**src/rtl/ccd_pkg.sv**
```systemverilog
package ccd_pkg;
  // ****************************************
  // Widths
  // ****************************************
  localparam int DATA_W = 8;
  localparam int ADDR_W = 7;
  localparam int PC_W = 13;
  localparam int LIT_W = 11;
  localparam int OPC_W = 14;
  localparam int WDT_W = 8;
  localparam int PRE_W = 8;
  localparam int STACK_DEPTH = 8;
  localparam int SP_W = 3;

  // ****************************************
  // Opcode encodings (14-bit words and high-bit opcode fields)
  // ****************************************
  localparam logic [13:0] OPC_WATCHDOG_RESTART = 14'h0064;
  localparam logic [13:0] OPC_ZERO_ACC_MASK = 14'h3F80;
  localparam logic [13:0] OPC_ZERO_ACC = 14'h0100;
  localparam logic [5:0] OPC_ZERO_REG_HI = 6'h01;
  localparam logic [5:0] OPC_INVERT_HI = 6'h09;
  localparam logic [5:0] OPC_MINUS_ONE_HI = 6'h03;
  localparam logic [2:0] OPC_CALL_HI = 3'h4;

  // ****************************************
  // Field positions
  // ****************************************
  localparam int DEST_BIT = 7;
  localparam int LATCH_HI_LSB = 3;
  localparam int LATCH_HI_MSB = 4;

  // ****************************************
  // Reset values
  // ****************************************
  localparam logic [7:0] ACC_RST = 8'h00;
  localparam logic [7:0] WDT_CLEAR = 8'h00;
  localparam logic [7:0] PRE_CLEAR = 8'h00;
  localparam logic [12:0] PC_RST = 13'h0000;

  typedef enum logic [1:0] {
    CCD_EXEC = 2'b00,
    CCD_CALL_FLUSH = 2'b01
  } ccd_state_t;
endpackage : ccd_pkg

```
**src/rtl/ccd_stack.sv**
```systemverilog
`timescale 1ns/1ps
module ccd_stack #(
  parameter int DEPTH = ccd_pkg::STACK_DEPTH
) (
  input wire logic ref_clk,
  input wire logic rst_n,
  input wire logic push,
  input wire logic pop,
  input wire logic [ccd_pkg::PC_W-1:0] push_data,
  output logic [ccd_pkg::PC_W-1:0] stack_top_entry,
  output logic [ccd_pkg::SP_W-1:0] depth_ptr
);
  import ccd_pkg::*;

  typedef struct packed {
    logic [DEPTH-1:0][PC_W-1:0] mem;
    logic [SP_W-1:0] sp;
  } ccd_stack_st_t;

  ccd_stack_st_t st;
  ccd_stack_st_t next_st;

  // ****************************************
  // Circular return stack; overflow wraps silently
  // ****************************************
  always_comb begin
    next_st = st;
    if (push) begin
      next_st.mem[st.sp] = push_data;
      next_st.sp = st.sp + 3'h1;
    end else if (pop) begin
      next_st.sp = st.sp - 3'h1;
    end
  end

  always_ff @(posedge ref_clk or negedge rst_n) begin
    if (!rst_n) begin
      st <= '0;
    end else begin
      st <= next_st;
    end
  end

  assign stack_top_entry = st.mem[st.sp - 3'h1];
  assign depth_ptr = st.sp;
endmodule : ccd_stack

```
**src/rtl/ccd_exec.sv**
```systemverilog
`timescale 1ns/1ps
// How it works
// - Watchdog restart clears watchdog counter
// - Watchdog restart also clears prescaler
// - Watchdog restart sets expiry and power-down flags
// - Call pushes program counter plus one
// - Call loads 11-bit literal into low bits
// - Call takes upper bits from latch high
// - Call takes two cycles, flags unchanged
// - Invert register, set null flag on zero result, pick destination
// - Zero register and set null flag
// - Decrement register, null flag, pick destination
// - Zero accumulator and set null flag
module ccd_exec (
  input wire logic ref_clk,
  input wire logic rst_n,
  input wire logic instr_valid,
  input wire logic [ccd_pkg::OPC_W-1:0] instr,
  input wire logic [ccd_pkg::DATA_W-1:0] file_rd_data,
  input wire logic [ccd_pkg::DATA_W-1:0] program_counter_latch_high,
  input wire logic watchdog_tick,
  input wire logic prescale_tick,
  output logic [ccd_pkg::ADDR_W-1:0] file_addr,
  output logic file_wr_en,
  output logic [ccd_pkg::DATA_W-1:0] file_wr_data,
  output logic [ccd_pkg::DATA_W-1:0] accumulator,
  output logic result_null_flag,
  output logic watchdog_expiry_flag,
  output logic power_down_flag,
  output logic [ccd_pkg::WDT_W-1:0] watchdog_counter,
  output logic [ccd_pkg::PRE_W-1:0] watchdog_prescaler,
  output logic [ccd_pkg::PC_W-1:0] program_counter,
  output logic [ccd_pkg::PC_W-1:0] stack_top_entry,
  output logic flush,
  output logic illegal_op
);
  import ccd_pkg::*;

  // ****************************************
  // State
  // ****************************************
  typedef struct packed {
    ccd_state_t state;
    logic [DATA_W-1:0] acc;
    logic znull;
    logic expiry;
    logic pdown;
    logic [WDT_W-1:0] wdt;
    logic [PRE_W-1:0] pre;
    logic [PC_W-1:0] pc;
    logic [ADDR_W-1:0] waddr;
    logic wen;
    logic [DATA_W-1:0] wdata;
    logic illegal;
  } ccd_exec_st_t;

  ccd_exec_st_t st;
  ccd_exec_st_t next_st;
  logic push;
  logic [PC_W-1:0] ret_addr;

  // ****************************************
  // Decode helpers
  // ****************************************
  function automatic logic match_hi6(input logic [OPC_W-1:0] op, input logic [5:0] hi);
    match_hi6 = (op[13:8] == hi);
  endfunction : match_hi6

  function automatic logic is_zero(input logic [DATA_W-1:0] v);
    is_zero = (v == 8'h00);
  endfunction : is_zero

  logic dec_wdt;
  logic dec_call;
  logic dec_inv;
  logic dec_zreg;
  logic dec_dec;
  logic dec_zacc;
  logic dest_reg;
  logic [DATA_W-1:0] alu;

  always_comb begin
    dec_wdt = (instr == OPC_WATCHDOG_RESTART);
    dec_call = (instr[13:11] == OPC_CALL_HI);
    dec_inv = match_hi6(instr, OPC_INVERT_HI);
    dec_zreg = match_hi6(instr, OPC_ZERO_REG_HI) && instr[DEST_BIT];
    dec_zacc = ((instr & OPC_ZERO_ACC_MASK) == OPC_ZERO_ACC);
    dec_dec = match_hi6(instr, OPC_MINUS_ONE_HI);
    dest_reg = instr[DEST_BIT];
    alu = dec_inv ? ~file_rd_data : file_rd_data - 8'h01;
  end

  // ****************************************
  // Execute
  // ****************************************
  always_comb begin
    next_st = st;
    next_st.wen = 1'b0;
    next_st.illegal = 1'b0;
    push = 1'b0;
    ret_addr = st.pc + 13'h0001;
    // Time base keeps running unless a restart lands this cycle
    if (prescale_tick) begin
      next_st.pre = st.pre + 8'h01;
    end
    if (watchdog_tick) begin
      next_st.wdt = st.wdt + 8'h01;
    end
    case (st.state)
      CCD_CALL_FLUSH: begin
        // Second cycle of call: fetched word discarded, flags untouched
        next_st.state = CCD_EXEC;
      end
      default: begin
        if (instr_valid) begin
          next_st.pc = st.pc + 13'h0001;
          if (dec_wdt) begin
            next_st.wdt = WDT_CLEAR;
            next_st.pre = PRE_CLEAR;
            next_st.expiry = 1'b1;
            next_st.pdown = 1'b1;
          end else if (dec_call) begin
            push = 1'b1;
            next_st.pc = {program_counter_latch_high[LATCH_HI_MSB:LATCH_HI_LSB],
                          instr[LIT_W-1:0]};
            next_st.state = CCD_CALL_FLUSH;
          end else if (dec_inv || dec_dec) begin
            next_st.znull = is_zero(alu);
            if (dest_reg) begin
              next_st.wen = 1'b1;
              next_st.waddr = instr[ADDR_W-1:0];
              next_st.wdata = alu;
            end else begin
              next_st.acc = alu;
            end
          end else if (dec_zreg) begin
            next_st.wen = 1'b1;
            next_st.waddr = instr[ADDR_W-1:0];
            next_st.wdata = 8'h00;
            next_st.znull = 1'b1;
          end else if (dec_zacc) begin
            next_st.acc = ACC_RST;
            next_st.znull = 1'b1;
          end else begin
            // Other opcodes belong to the rest of the core
            next_st.illegal = 1'b1;
          end
        end
      end
    endcase
  end

  always_ff @(posedge ref_clk or negedge rst_n) begin
    if (!rst_n) begin
      st <= '0;
      st.expiry <= 1'b1;
      st.pdown <= 1'b1;
    end else begin
      st <= next_st;
    end
  end

  ccd_stack #(
    .DEPTH(STACK_DEPTH)
  ) u_stack (
    .ref_clk(ref_clk),
    .rst_n(rst_n),
    .push(push),
    .pop(1'b0),
    .push_data(ret_addr),
    .stack_top_entry(stack_top_entry),
    .depth_ptr()
  );

  // ****************************************
  // Outputs
  // ****************************************
  assign file_addr = instr[ADDR_W-1:0];
  assign file_wr_en = st.wen;
  assign file_wr_data = st.wdata;
  assign accumulator = st.acc;
  assign result_null_flag = st.znull;
  assign watchdog_expiry_flag = st.expiry;
  assign power_down_flag = st.pdown;
  assign watchdog_counter = st.wdt;
  assign watchdog_prescaler = st.pre;
  assign program_counter = st.pc;
  assign flush = (st.state == CCD_CALL_FLUSH);
  assign illegal_op = st.illegal;
endmodule : ccd_exec

```
**config.mk**
```make
export PLATFORM = sky130hd
export DESIGN_NAME = ccd_exec
export DESIGN_NICKNAME = d
export VERILOG_FILES = /design/src/rtl/ccd_pkg.sv /design/src/rtl/ccd_stack.sv /design/src/rtl/ccd_exec.sv
export SDC_FILE = /design/constraint.sdc
export NUM_CORES = 1
export LEC_CHECK = 0
export BUFFER_PORTS_ARGS = -buffer_cell sky130_fd_sc_hd__buf_2
export CORE_MARGIN = 5
export CORE_UTILIZATION = 60
export CTS_BUF_LIST = sky130_fd_sc_hd__clkbuf_4 sky130_fd_sc_hd__clkbuf_8
export DETAILED_ROUTE_END_ITERATION = 10
export PLACE_DENSITY = 0.88
export RECOVER_POWER = 25
export SYNTH_ARGS = -nofsm -noshare
export SYNTH_HDL_FRONTEND = slang
export SYNTH_SLANG_ARGS = --single-unit
```
**constraint.sdc**
```tcl
create_clock -name ref_clk -period 4.4 [get_ports ref_clk]
set_input_delay 0.44 -clock ref_clk [delete_from_list [all_inputs] [get_ports ref_clk]]
set_output_delay 0.44 -clock ref_clk [all_outputs]
set_load 0.005 [all_outputs]
```
==> results of run 1 <==
-- logic make-up (layout without fill, tap and decap cells) --
family / Yosys count / after routing / synth area share (%)
AOI/OAI and AO/OA: 155 / 155 / 11.3
xor gates and xnor gates: 35 / 35 / 3.90
adders and majority gates: 6 / 6 / 0.955
buffers and inverters: 107 / 152 / 8.23
DFF: 156 / 156 / 49.7
muxes: 58 / 58 / 11.9
other: 1 / 2 / 0.0477
and+or+nand+nor: 217 / 217 / 14.0
-- metal layers --
layer | part of all wire, % | wire [um]
met5 | 0 | 0
met1 | 40 | 7240
met4 | 2.0 | 363
met3 | 6.6 | 1200
met2 | 51 | 9310
-- flip-flops by register name, summed over array words and instances (netlist names) --
name / cells
st: 1
accumulator: 8
u_stack.depth_ptr: 3
result_null_flag: 1
u_stack.st: 104
file_wr_en: 1
watchdog_counter: 8
illegal_op: 1
watchdog_prescaler: 8
program_counter: 13
file_wr_data: 8
-- worst max-delay path by stage --
stage	from	end	slack, ps	cells past startpoint
after floorplan	u_stack.depth_ptr[1]$_DFFE_PN0P_	stack_top_entry[0]	1760	6
after global placement	instr_valid	u_stack.st[16]$_DFFE_PN0P_	1610	7
after detailed placement	instr_valid	u_stack.st[34]$_DFFE_PN0P_	1420	7
after CTS	u_stack.depth_ptr[1]$_DFFE_PN0P_	stack_top_entry[12]	1200	6
after global routing	rst_n	u_stack.depth_ptr[0]$_DFFE_PN0P_	850	1
final	u_stack.depth_ptr[1]$_DFFE_PN0P_	stack_top_entry[12]	1190	6
-- critical path: stages (launching register included) --
cell	delay, ps
dfrtp_1	530
inv_1	220
ha_1	350
buf_4	380
mux4_2	390
mux2_2	300
buf_2	140
-- power by group --
| group | total, mW | switching [mW] | internal [mW] |
|---|---|---|---|
| logic | 1.98 | 1.00 | 0.976 |
| registers | 2.27 | 0.368 | 1.91 |
| clock network | 1.01 | 0.506 | 0.503 |
| total | 5.26 | 1.88 | 3.38 |
-- cells in the mapped netlist, types with 4 or more instances --
| master | n | share of area, % |
|---|---|---|
| xor2_1 | 21 | 2.3 |
| a221o_1 | 4 | 0.51 |
| nor2_1 | 83 | 4.0 |
| buf_4 | 55 | 5.3 |
| dfrtp_1 | 156 | 50 |
| a31oi_1 | 7 | 0.56 |
| mux2i_1 | 8 | 1.0 |
| mux4_2 | 26 | 7.4 |
| nand4_1 | 10 | 0.80 |
| a221oi_1 | 4 | 0.45 |
| a22oi_1 | 10 | 0.95 |
| nor3_1 | 4 | 0.25 |
| nand3_1 | 15 | 0.95 |
| ha_1 | 6 | 0.95 |
| mux2_2 | 24 | 3.4 |
| inv_1 | 10 | 0.48 |
| xnor2_1 | 14 | 1.6 |
| nand2_1 | 66 | 3.2 |
| and3_1 | 10 | 0.80 |
| nor4b_4 | 5 | 1.5 |
| clkbuf_1 | 23 | 1.1 |
| a21oi_1 | 55 | 3.5 |
| nor3b_1 | 4 | 0.38 |
| buf_2 | 13 | 0.83 |
| o21ai_0 | 62 | 3.9 |
-- cell type report --
class	instances	area [um^2]	share of cell area [%]
sequential	156	3910	46.3
multi-input combinational	473	3310	39.3
timing repair buffer	108	568	6.74
clock buffer	22	290	3.44
tap	172	215	2.55
clock inverter	10	91.3	1.08
inverter	12	45.0	0.534
==> run summary, run 1 <==
leakage = 3.87 nW
Syn-to-layout area delta = 7.23%
WL final = 18.1 mm
worst hold path class = in -> reg
ys flop type = dfrtp_1
R2R cell count = 6
CP Class = reg -> out
Max Slew Vio Count = 127
post-CTS resize count = 0
worst hold slack = 240 ps
most frequent cells in the layout = dfrtp_1, buf_2, nor2_1, nand2_1, o21ai_0
R2R Path Start = st[57]$_DFFE_PN0P_
via count = 5,787
Clock Path Buffers = 2
register area share after synthesis = 49.7%
Tmin final = 3210 ps
status = finished with violations
CP Max Fanout = 26
Clock Pin Slew Worst Setup and Hold Paths = 80 ps
die footprint = 0.0155 mm^2
drt wl/cell = 19.0 um
Slew headroom = -101%
vias in the first global route = 6,016
H-tree levels = 4
placed insts = 921
core box area = 0.0127 mm^2
Top Usage Layer GRT = met2
Syn Area/Cell = 10.7 um^2
flop2flop setup slack = 1410 ps
synthesized netlist cell count = 735
CTS tree = yes
RSZ-0062 raised after global routing = no
Final Hold Viols = 0
hold wc startpoint = program_counter_latch_high[4]
first-pass GRT wire length = 30.4 mm
worst clock skew = 9.38 ps
Req. time, crit path = 3960 ps
setup slack after layout = 1190 ps
Layout Utilization = 66.3%
Filler cells = 976
clk root buf = clkbuf_8
GRT met3 Usage = 5.19%
die height = 124 um
IO Port Bufs = 97
violated checks = capacitance limit, slew limit
Final Instance Area = 0.00843 mm^2
Worst EP arrival = 2770 ps
Synthesis Warnings = 0
Final Power = 5.26 mW
worst slew pin tran = 3010 ps
met1 Resource Use GR = 29.9%
TritonRoute pass-1 iters = 5
drt first-iter violations = 495
Final setup viols = 0
Post-DP HPWL = 12.6 mm
drt via density = 6.07
non-filler instance count after layout = 953
grt met2 use = 41.6%
Starting Density = 61.8%
share of cells above drive strength 1 = 25.9%
synth unique cells = 54
Residual DRC = 0
Rows = 41
Cell Area, Synth = 0.00786 mm^2
total clock sinks = 156
pre-CTS WS = 1420 ps
Worst VDD drop = 0.273 mV
FF+latch count, synth = 156
clock latency on the worst-skew pair = 440 ps
routability cong. = 0.974
hold path endpoint = program_counter[12]$_DFFE_PN0P_
Cell Pwr Density = 624 mW/mm^2
IO Count = 106
Layout Nets = 809
Hold-fix buffers, CTS = 0
asr flop ratio synth = 100%
most common cell after layout, fill and taps aside = dfrtp_1
total gr overflow = 0
Global Route Usage Sum = 24.1%
TritonCTS Buffers = 17
setup bufs post-CTS = 0
Placement Cell Area = 0.00805 mm^2
max frequency = 312 MHz
critical path endpoint category = output port
reg-to-reg endpoint = u_stack.st[34]$_DFFE_PN0P_
initial antenna violation count = 0
worst hold path depth = 3
max-cap violations = 1
largest net degree at the start of global routing = 127
Die W = 124 um
share of the clock period used by the worst path = 72.8%
number of synthesized flops with an enable pin = 0
Diodes inserted = 0
Detail Route Antenna Nets = 0
sum of negative setup slack = 0 ps
Startpoint Class = register
(Power assumes the default switching activity.)
==> inputs of run 2 (changes only) <==
--- a/config.mk
+++ b/config.mk
@@ -7,10 +7,10 @@
 export LEC_CHECK = 0
 export BUFFER_PORTS_ARGS = -buffer_cell sky130_fd_sc_hd__buf_2
 export CORE_MARGIN = 5
-export CORE_UTILIZATION = 60
+export CORE_UTILIZATION = 54
 export CTS_BUF_LIST = sky130_fd_sc_hd__clkbuf_4 sky130_fd_sc_hd__clkbuf_8
 export DETAILED_ROUTE_END_ITERATION = 10
-export PLACE_DENSITY = 0.88
+export PLACE_DENSITY = 0.84
 export RECOVER_POWER = 25
 export SYNTH_ARGS = -nofsm -noshare
 export SYNTH_HDL_FRONTEND = slang
==> constraint.sdc (replaced) <==
create_clock -name ref_clk -period 2.8 [get_ports ref_clk]
set_input_delay 0.28 -clock ref_clk [delete_from_list [all_inputs] [get_ports ref_clk]]
set_output_delay 0.28 -clock ref_clk [all_outputs]
set_load 0.005 [all_outputs]
==> run summary, run 2 (synthesized netlist as in run 1, its figures left out) <==
CTS tree = yes
WL final = 17.5 mm (-3.3%)
Diodes inserted = 0 (unchanged)
Cell Pwr Density = 968 mW/mm^2 (+55%)
worst hold path class = in -> reg
most frequent cells in the layout = dfrtp_1, buf_2, nor2_1, nand2_1, o21ai_0
R2R cell count = 5 (-1)
die footprint = 0.0171 mm^2 (+10%)
TritonRoute pass-1 iters = 5 (unchanged)
Worst EP arrival = 2390 ps (-380 ps)
drt via density = 5.74 (-5.5%)
Crit path depth = 6 (unchanged)
worst hold slack = 69.1 ps (-171 ps)
crit path cell chain = clkinv_1 -> ha_1 -> buf_6 -> mux4_2 -> mux2_2 -> buf_2
sum of negative setup slack = 0 ps (unchanged)
worst hold path depth = 3 (unchanged)
Detail Route Antenna Nets = 0 (unchanged)
Biggest register = u_stack.st
Worst VDD drop = 0.530 mV (+94%)
Req. time, crit path = 2520 ps (-1440 ps)
Startpoint Class = register
Syn-to-layout area delta = 8.53%
Filler cells = 1,200 (+23%)
Global Route Usage Sum = 21.8% (-2.3 points)
Clock Path Buffers = 2 (unchanged)
vias in the first global route = 5,611 (-6.7%)
Layout Utilization = 59.2% (-7.1 points)
drt first-iter violations = 512 (+3.4%)
first-pass GRT wire length = 28.7 mm (-5.4%)
clock latency on the worst-skew pair = 450 ps (about the same)
Tmin final = 2670 ps
most common cell after layout, fill and taps aside = dfrtp_1
Layout Nets = 821 (+1.5%)
critical path endpoint category = output port
die height = 131 um (+5.0%)
Final setup viols = 0 (unchanged)
largest net degree at the start of global routing = 71 (-44%)
worst slew pin tran = 1760 ps (-1250 ps)
total gr overflow = 0 (unchanged)
TritonCTS Buffers = 17 (unchanged)
Max Slew Vio Count = 70 (-45%)
Clock Pin Slew Worst Setup and Hold Paths = 80 ps (about the same)
Buf/Inv on CP = 3 (unchanged)
H-tree levels = 4 (unchanged)
max-cap violations = 1 (unchanged)
max reg flops = 104 (unchanged)
slowest stage cell, crit path = ha_1
status = finished with violations
total clock sinks = 156 (unchanged)
Die W = 131 um (+5.0%)
violated checks = capacitance limit, slew limit
CP Class = reg -> out
core box area = 0.0144 mm^2 (+13%)
CP Max Fanout = 18 (-31%)
Final Hold Viols = 0 (unchanged)
share of cells above drive strength 1 = 25.7% (-0.14 points)
CP max stage delay = 390 ps (-140 ps)
routability cong. = 0.830 (-15%)
Slew headroom = -17.5% (+83 points)
Rows = 44 (+7.3%)
IO Count = 106 (unchanged)
via count = 5,606 (-3.1%)
initial antenna violation count = 0 (unchanged)
share of the clock period used by the worst path = 95.3%
worst clock skew = 11.8 ps (+2.40 ps)
leakage = 3.88 nW (+0.23%)
Starting Density = 54.5% (-7.3 points)
drt wl/cell = 17.9 um (-5.6%)
Top Family by Delay on Critical Path = multiplexers
IO Port Bufs = 97 (unchanged)
max frequency = 375 MHz
RSZ-0062 raised after global routing = no
Post-DP HPWL = 12.2 mm (-3.1%)
clk root buf = clkbuf_8
Residual DRC = 0 (unchanged)
## run 2: cell types whose count changed in the layout (fill, tap and decap cells not counted), moves of 2 or more
cell and change:
clkinv_4 -3, clkbuf_1 +10, buf_4 +9, clkinvlp_4 +4, inv_6 +3, buf_2 -10, clkbuf_8 -2
## run 2: cell type report
cell class | count | area (um^2) | share of cell area, %
multi-input combinational | 473 | 3310 | 38.8
timing repair buffer | 120 | 664 | 7.79
clock buffer | 19 | 255 | 2.99
clock inverter | 13 | 116 | 1.36
tap | 184 | 230 | 2.70
sequential | 156 | 3910 | 45.8
inverter | 12 | 45.0 | 0.528
## run 2: metrics by stage
| step | setup WS (ps) | power (mW) | cell area [um^2] | std cells |
|---|---|---|---|---|
| 5_1_grt | 2.55 | 8.82 | 8530 | 977 |
| 3_5_place_dp | 409 | 6.70 | 8150 | 942 |
| 3_3_place_gp | 445 | 6.54 | 8150 | 942 |
| 2_1_floorplan | 321 | 5.79 | 7870 | 736 |
| 4_1_cts | 17.0 | 8.28 | 8530 | 975 |
| 6_report | 133 | 8.25 | 8530 | 977 |
## run 2: path summary, 6_finish.rpt
kind	startpoint	endpoint	slack, ps
setup / recovery	u_stack.depth_ptr[0]$_DFFE_PN0P_	stack_top_entry[10]	130
hold / removal	program_counter_latch_high[4]	program_counter[12]$_DFFE_PN0P_	70
setup reg to reg	program_counter[0]$_DFFE_PN0P_	u_stack.st[91]$_DFFE_PN0P_	480
hold reg to reg	u_stack.st[77]$_DFFE_PN0P_	u_stack.st[77]$_DFFE_PN0P_	480
max in group asynchronous	rst_n	watchdog_prescaler[1]$_DFF_PN0_	710
min in group asynchronous	rst_n	file_wr_data[7]$_DFFE_PN0P_	890
## run 2: layer usage
| metal | part of all wire, % | global-route usage (%) | up-vias |
|---|---|---|---|
| li1 | - | - | 2621 |
| met1 | 43 | 28.8 | 2797 |
| met2 | 50 | 35.4 | 163 |
| met3 | 5.3 | 5.08 | 25 |
| met4 | 2.1 | 8.17 | 0 |
| met5 | 0 | 0 | - |
## run 2: worst min-delay path: stages
cell,delay (ps)
buf_2,80
nand2_1,40
o311ai_0,80
## run 2: repair_timing
action | 4_1_cts | 5_1_grt
cloned | 0 | 0
setup endpoints to repair | 9 | 9
endpoints found under the hold margin | 68 | 0
hold buffers | 1 | 0
resized for setup | 1 | 1
buffers inserted | 0 | 2
## run 2: power breakdown
| group | internal, mW | switching [mW] |
|---|---|---|
| registers | 2.99 | 0.572 |
| logic | 1.58 | 1.53 |
| clock network | 0.737 | 0.846 |
==> inputs of run 3 (changes only) <==
--- a/config.mk
+++ b/config.mk
@@ -5,12 +5,13 @@
 export SDC_FILE = /design/constraint.sdc
 export NUM_CORES = 1
 export LEC_CHECK = 0
+export ABC_AREA = 1
 export BUFFER_PORTS_ARGS = -buffer_cell sky130_fd_sc_hd__buf_2
 export CORE_MARGIN = 5
 export CORE_UTILIZATION = 54
 export CTS_BUF_LIST = sky130_fd_sc_hd__clkbuf_4 sky130_fd_sc_hd__clkbuf_8
 export DETAILED_ROUTE_END_ITERATION = 10
-export PLACE_DENSITY = 0.84
+export PLACE_DENSITY = 0.83
 export RECOVER_POWER = 25
 export SYNTH_ARGS = -nofsm -noshare
 export SYNTH_HDL_FRONTEND = slang
==> run summary, run 3 <==
commonest cells in the netlist = nand2_1, dfrtp_1, nor2_1, o21ai_0, inv_1
Biggest register = u_stack.st
Final Hold Viols = 0 (unchanged)
Synthesis Warnings = 0 (unchanged)
Yosys top cell area share = 48.6% (-1.1 points)
total gr overflow = 0 (unchanged)
status = finished with violations
critical path endpoint category = output port
IO Port Bufs = 97 (unchanged)
number of synthesized flops with an enable pin = 0 (unchanged)
worst hold path class = in -> reg
Tmin final = 2690 ps (+22.4 ps)
sum of negative setup slack = 0 ps (unchanged)
Rows = 44 (unchanged)
IO Count = 106 (unchanged)
most frequent cells in the layout = nand2_1, dfrtp_1, nor2_1, o21ai_0, buf_2
most common cell after layout, fill and taps aside = nand2_1
H-tree levels = 4 (unchanged)
Clock Path Buffers = 2 (unchanged)
reg-to-reg endpoint = u_stack.st[106]$_DFFE_PN0P_
Post-DP HPWL = 13.0 mm (+6.9%)
register area share after synthesis = 48.6% (-1.1 points)
clk root buf = clkbuf_8
initial antenna violation count = 0 (unchanged)
CP Max Fanout = 7 (-11)
worst slew pin tran = 1710 ps (-51.1 ps)
clock latency on the worst-skew pair = 450 ps (about the same)
Die W = 132 um (+1.0%)
worst hold path depth = 3 (unchanged)
Layout Nets = 1,066 (+30%)
core box area = 0.0146 mm^2 (+1.1%)
worst hold slack = 73.7 ps (+4.57 ps)
worst clock skew = 11.2 ps (-0.634 ps)
Final Power = 7.81 mW (-5.4%)
Clock Pin Slew Worst Setup and Hold Paths = 80 ps (about the same)
total clock sinks = 156 (unchanged)
DRT met1 WL = 8.55 mm (+14%)
synth unique cells = 37 (-31%)
die footprint = 0.0174 mm^2 (+2.0%)
Worst VDD drop = 0.419 mV (-21%)
Slew headroom = -14.1% (+3.4 points)
WL final = 19.2 mm (+9.5%)
Startpoint Class = register
drt first-iter violations = 661 (+29%)
Detail Route Antenna Nets = 0 (unchanged)
drt wl/cell = 15.7 um (-12%)
routability cong. = 0.857 (+3.3%)
Max Slew Vio Count = 67 (-4.3%)
hold wc startpoint = program_counter_latch_high[3]
asr flop ratio synth = 100% (unchanged)
CTS tree = yes
count leader, synth = nand2_1
synthesized netlist cell count = 988 (+34%)
hold path endpoint = program_counter[11]$_DFFE_PN0P_
Global Route Usage Sum = 22.4% (+0.59 points)
crit path cell chain = inv_1 -> ha_4 -> clkinvlp_4 -> buf_4 -> nor2_1 -> o21ai_0 -> a31oi_1 -> buf_2
max frequency = 372 MHz (-0.83%)
vias in the first global route = 6,342 (+13%)
RSZ-0062 raised after global routing = no
flop2flop setup slack = 550 ps (+70 ps)
ys flop type = dfrtp_1
TritonRoute pass-1 iters = 6 (+1)
Final setup viols = 0 (unchanged)
drt via density = 5.43 (-5.3%)
first-pass GRT wire length = 32.3 mm (+12%)
violated checks = capacitance limit, slew limit
R2R Path Start = u_stack.depth_ptr[0]$_DFFE_PN0P_
Crit path depth = 8 (+2)
largest cells by area after synthesis = dfrtp_1, nand2_1, o21ai_0
Top Family by Delay on Critical Path = buffers and inverters
Synth area leader = dfrtp_1
via count = 6,623 (+18%)
DR top layer = met4
DR WL met2 = 9.05 mm (+4.0%)
met3 WL = 1.34 mm (+44%)
CP max stage delay = 420 ps (+30 ps)
largest net degree at the start of global routing = 68 (-4.2%)
Cell Area, Synth = 0.00803 mm^2 (+2.2%)
max-cap violations = 1 (unchanged)
Syn-to-layout area delta = 8.13%
Cell Pwr Density = 899 mW/mm^2 (-7.1%)
share of the clock period used by the worst path = 96.1% (+0.80 points)
Req. time, crit path = 2520 ps (about the same)
Syn Area/Cell = 8.13 um^2 (-24%)
worst setup path startpoint = u_stack.depth_ptr[1]$_DFFE_PN0P_
slowest stage cell, crit path = dfrtp_1
max reg flops = 104 (unchanged)
die height = 132 um (+1.0%)
R2R cell count = 7 (+2)
share of cells above drive strength 1 = 18.1% (-7.7 points)
Buf/Inv on CP = 4 (+1)
FF+latch count, synth = 156 (unchanged)
TritonCTS Buffers = 17 (unchanged)
CP Class = reg -> out
Starting Density = 55.1% (+0.56 points)
leakage = 4.28 nW (+10%)
Diodes inserted = 0 (unchanged)
Residual DRC = 0 (unchanged)
Worst EP arrival = 2410 ps (+20 ps)
-- run 3: cell types whose count changed after synthesis, sizes merged, moves of 7 or more --
cell    before  now
nand2       68  222
o21ai       63  174
inv         10   91
a21oi       55   17
nor2        85  121
mux4        26    0
mux2        24    0
a22oi       10    0
and3        10    0
nand3       15   25
xnor2       14    4
mux2i        8    0
o22ai        0    8
o211ai       0    7
-- run 3: timing repair --
item	in CTS	in global routing
hold buffers	1	0
buffers inserted	1	0
gates resized for setup	2	1
setup endpoints to repair	1	9
pin swaps	0	1
hold endpoints to repair	64	0
-- run 3: final cells by class --
class | instances | area (um^2)
clock buffer | 21 | 277
clock inverter | 8 | 119
fill | 1264 | 5900
inverter | 93 | 353
multi-input combinational | 644 | 3190
sequential | 156 | 3900
tap | 184 | 230
timing repair buffer | 113 | 613
-- run 3: how the worst max path moves through the flow --
| stage | to | slack, ps |
|---|---|---|
| 2_1_floorplan | stack_top_entry[12] | 450 |
| 3_3_place_gp | stack_top_entry[6] | 500 |
| 3_5_place_dp | stack_top_entry[6] | 490 |
| 4_1_cts | stack_top_entry[6] | 20 |
| 5_1_grt | stack_top_entry[6] | 20 |
| 6_report | stack_top_entry[6] | 110 |
-- run 3: metrics by stage --
step	setup WS (ps)	area [um^2]	cells	util, %
2_1_floorplan	450	8040	989	-
3_3_place_gp	495	8270	1188	56.7
3_5_place_dp	485	8270	1188	56.7
4_1_cts	24.8	8690	1219	59.6
5_1_grt	18.1	8690	1219	59.5
6_report	110	8690	1219	59.5
-- run 3: logic make-up (layout without fill, tap and decap cells) --
family	after synthesis	count (layout)	synth area share, %
DFF	156	156	48.6
buffers and inverters	189	235	12.0
adders and majority gates	6	6	0.935
other	1	2	0.0467
xor gates and xnor gates	21	21	2.57
and+or+nand+nor	389	389	20.7
AOI/OAI and AO/OA	226	226	15.2
-- run 3: per-layer routing --
metal / global-route usage, % / vias up
met5: 0 / -
met1: 32.1 / 3163
met4: 6.11 / 0
met3: 4.27 / 29
met2: 35.1 / 236
li1: - / 3195
-- run 3: worst min-delay path, cell delays in order --
cell      delay, ps
buf_2            80
nand2_1          40
o211ai_1         80
-- run 3: power by group --
group | switching [mW] | leakage (nW) | internal [mW]
Clock | 0.801 | 0.208 | 0.929
Sequential | 0.392 | 2.03 | 2.84
Combinational | 1.75 | 2.05 | 1.10
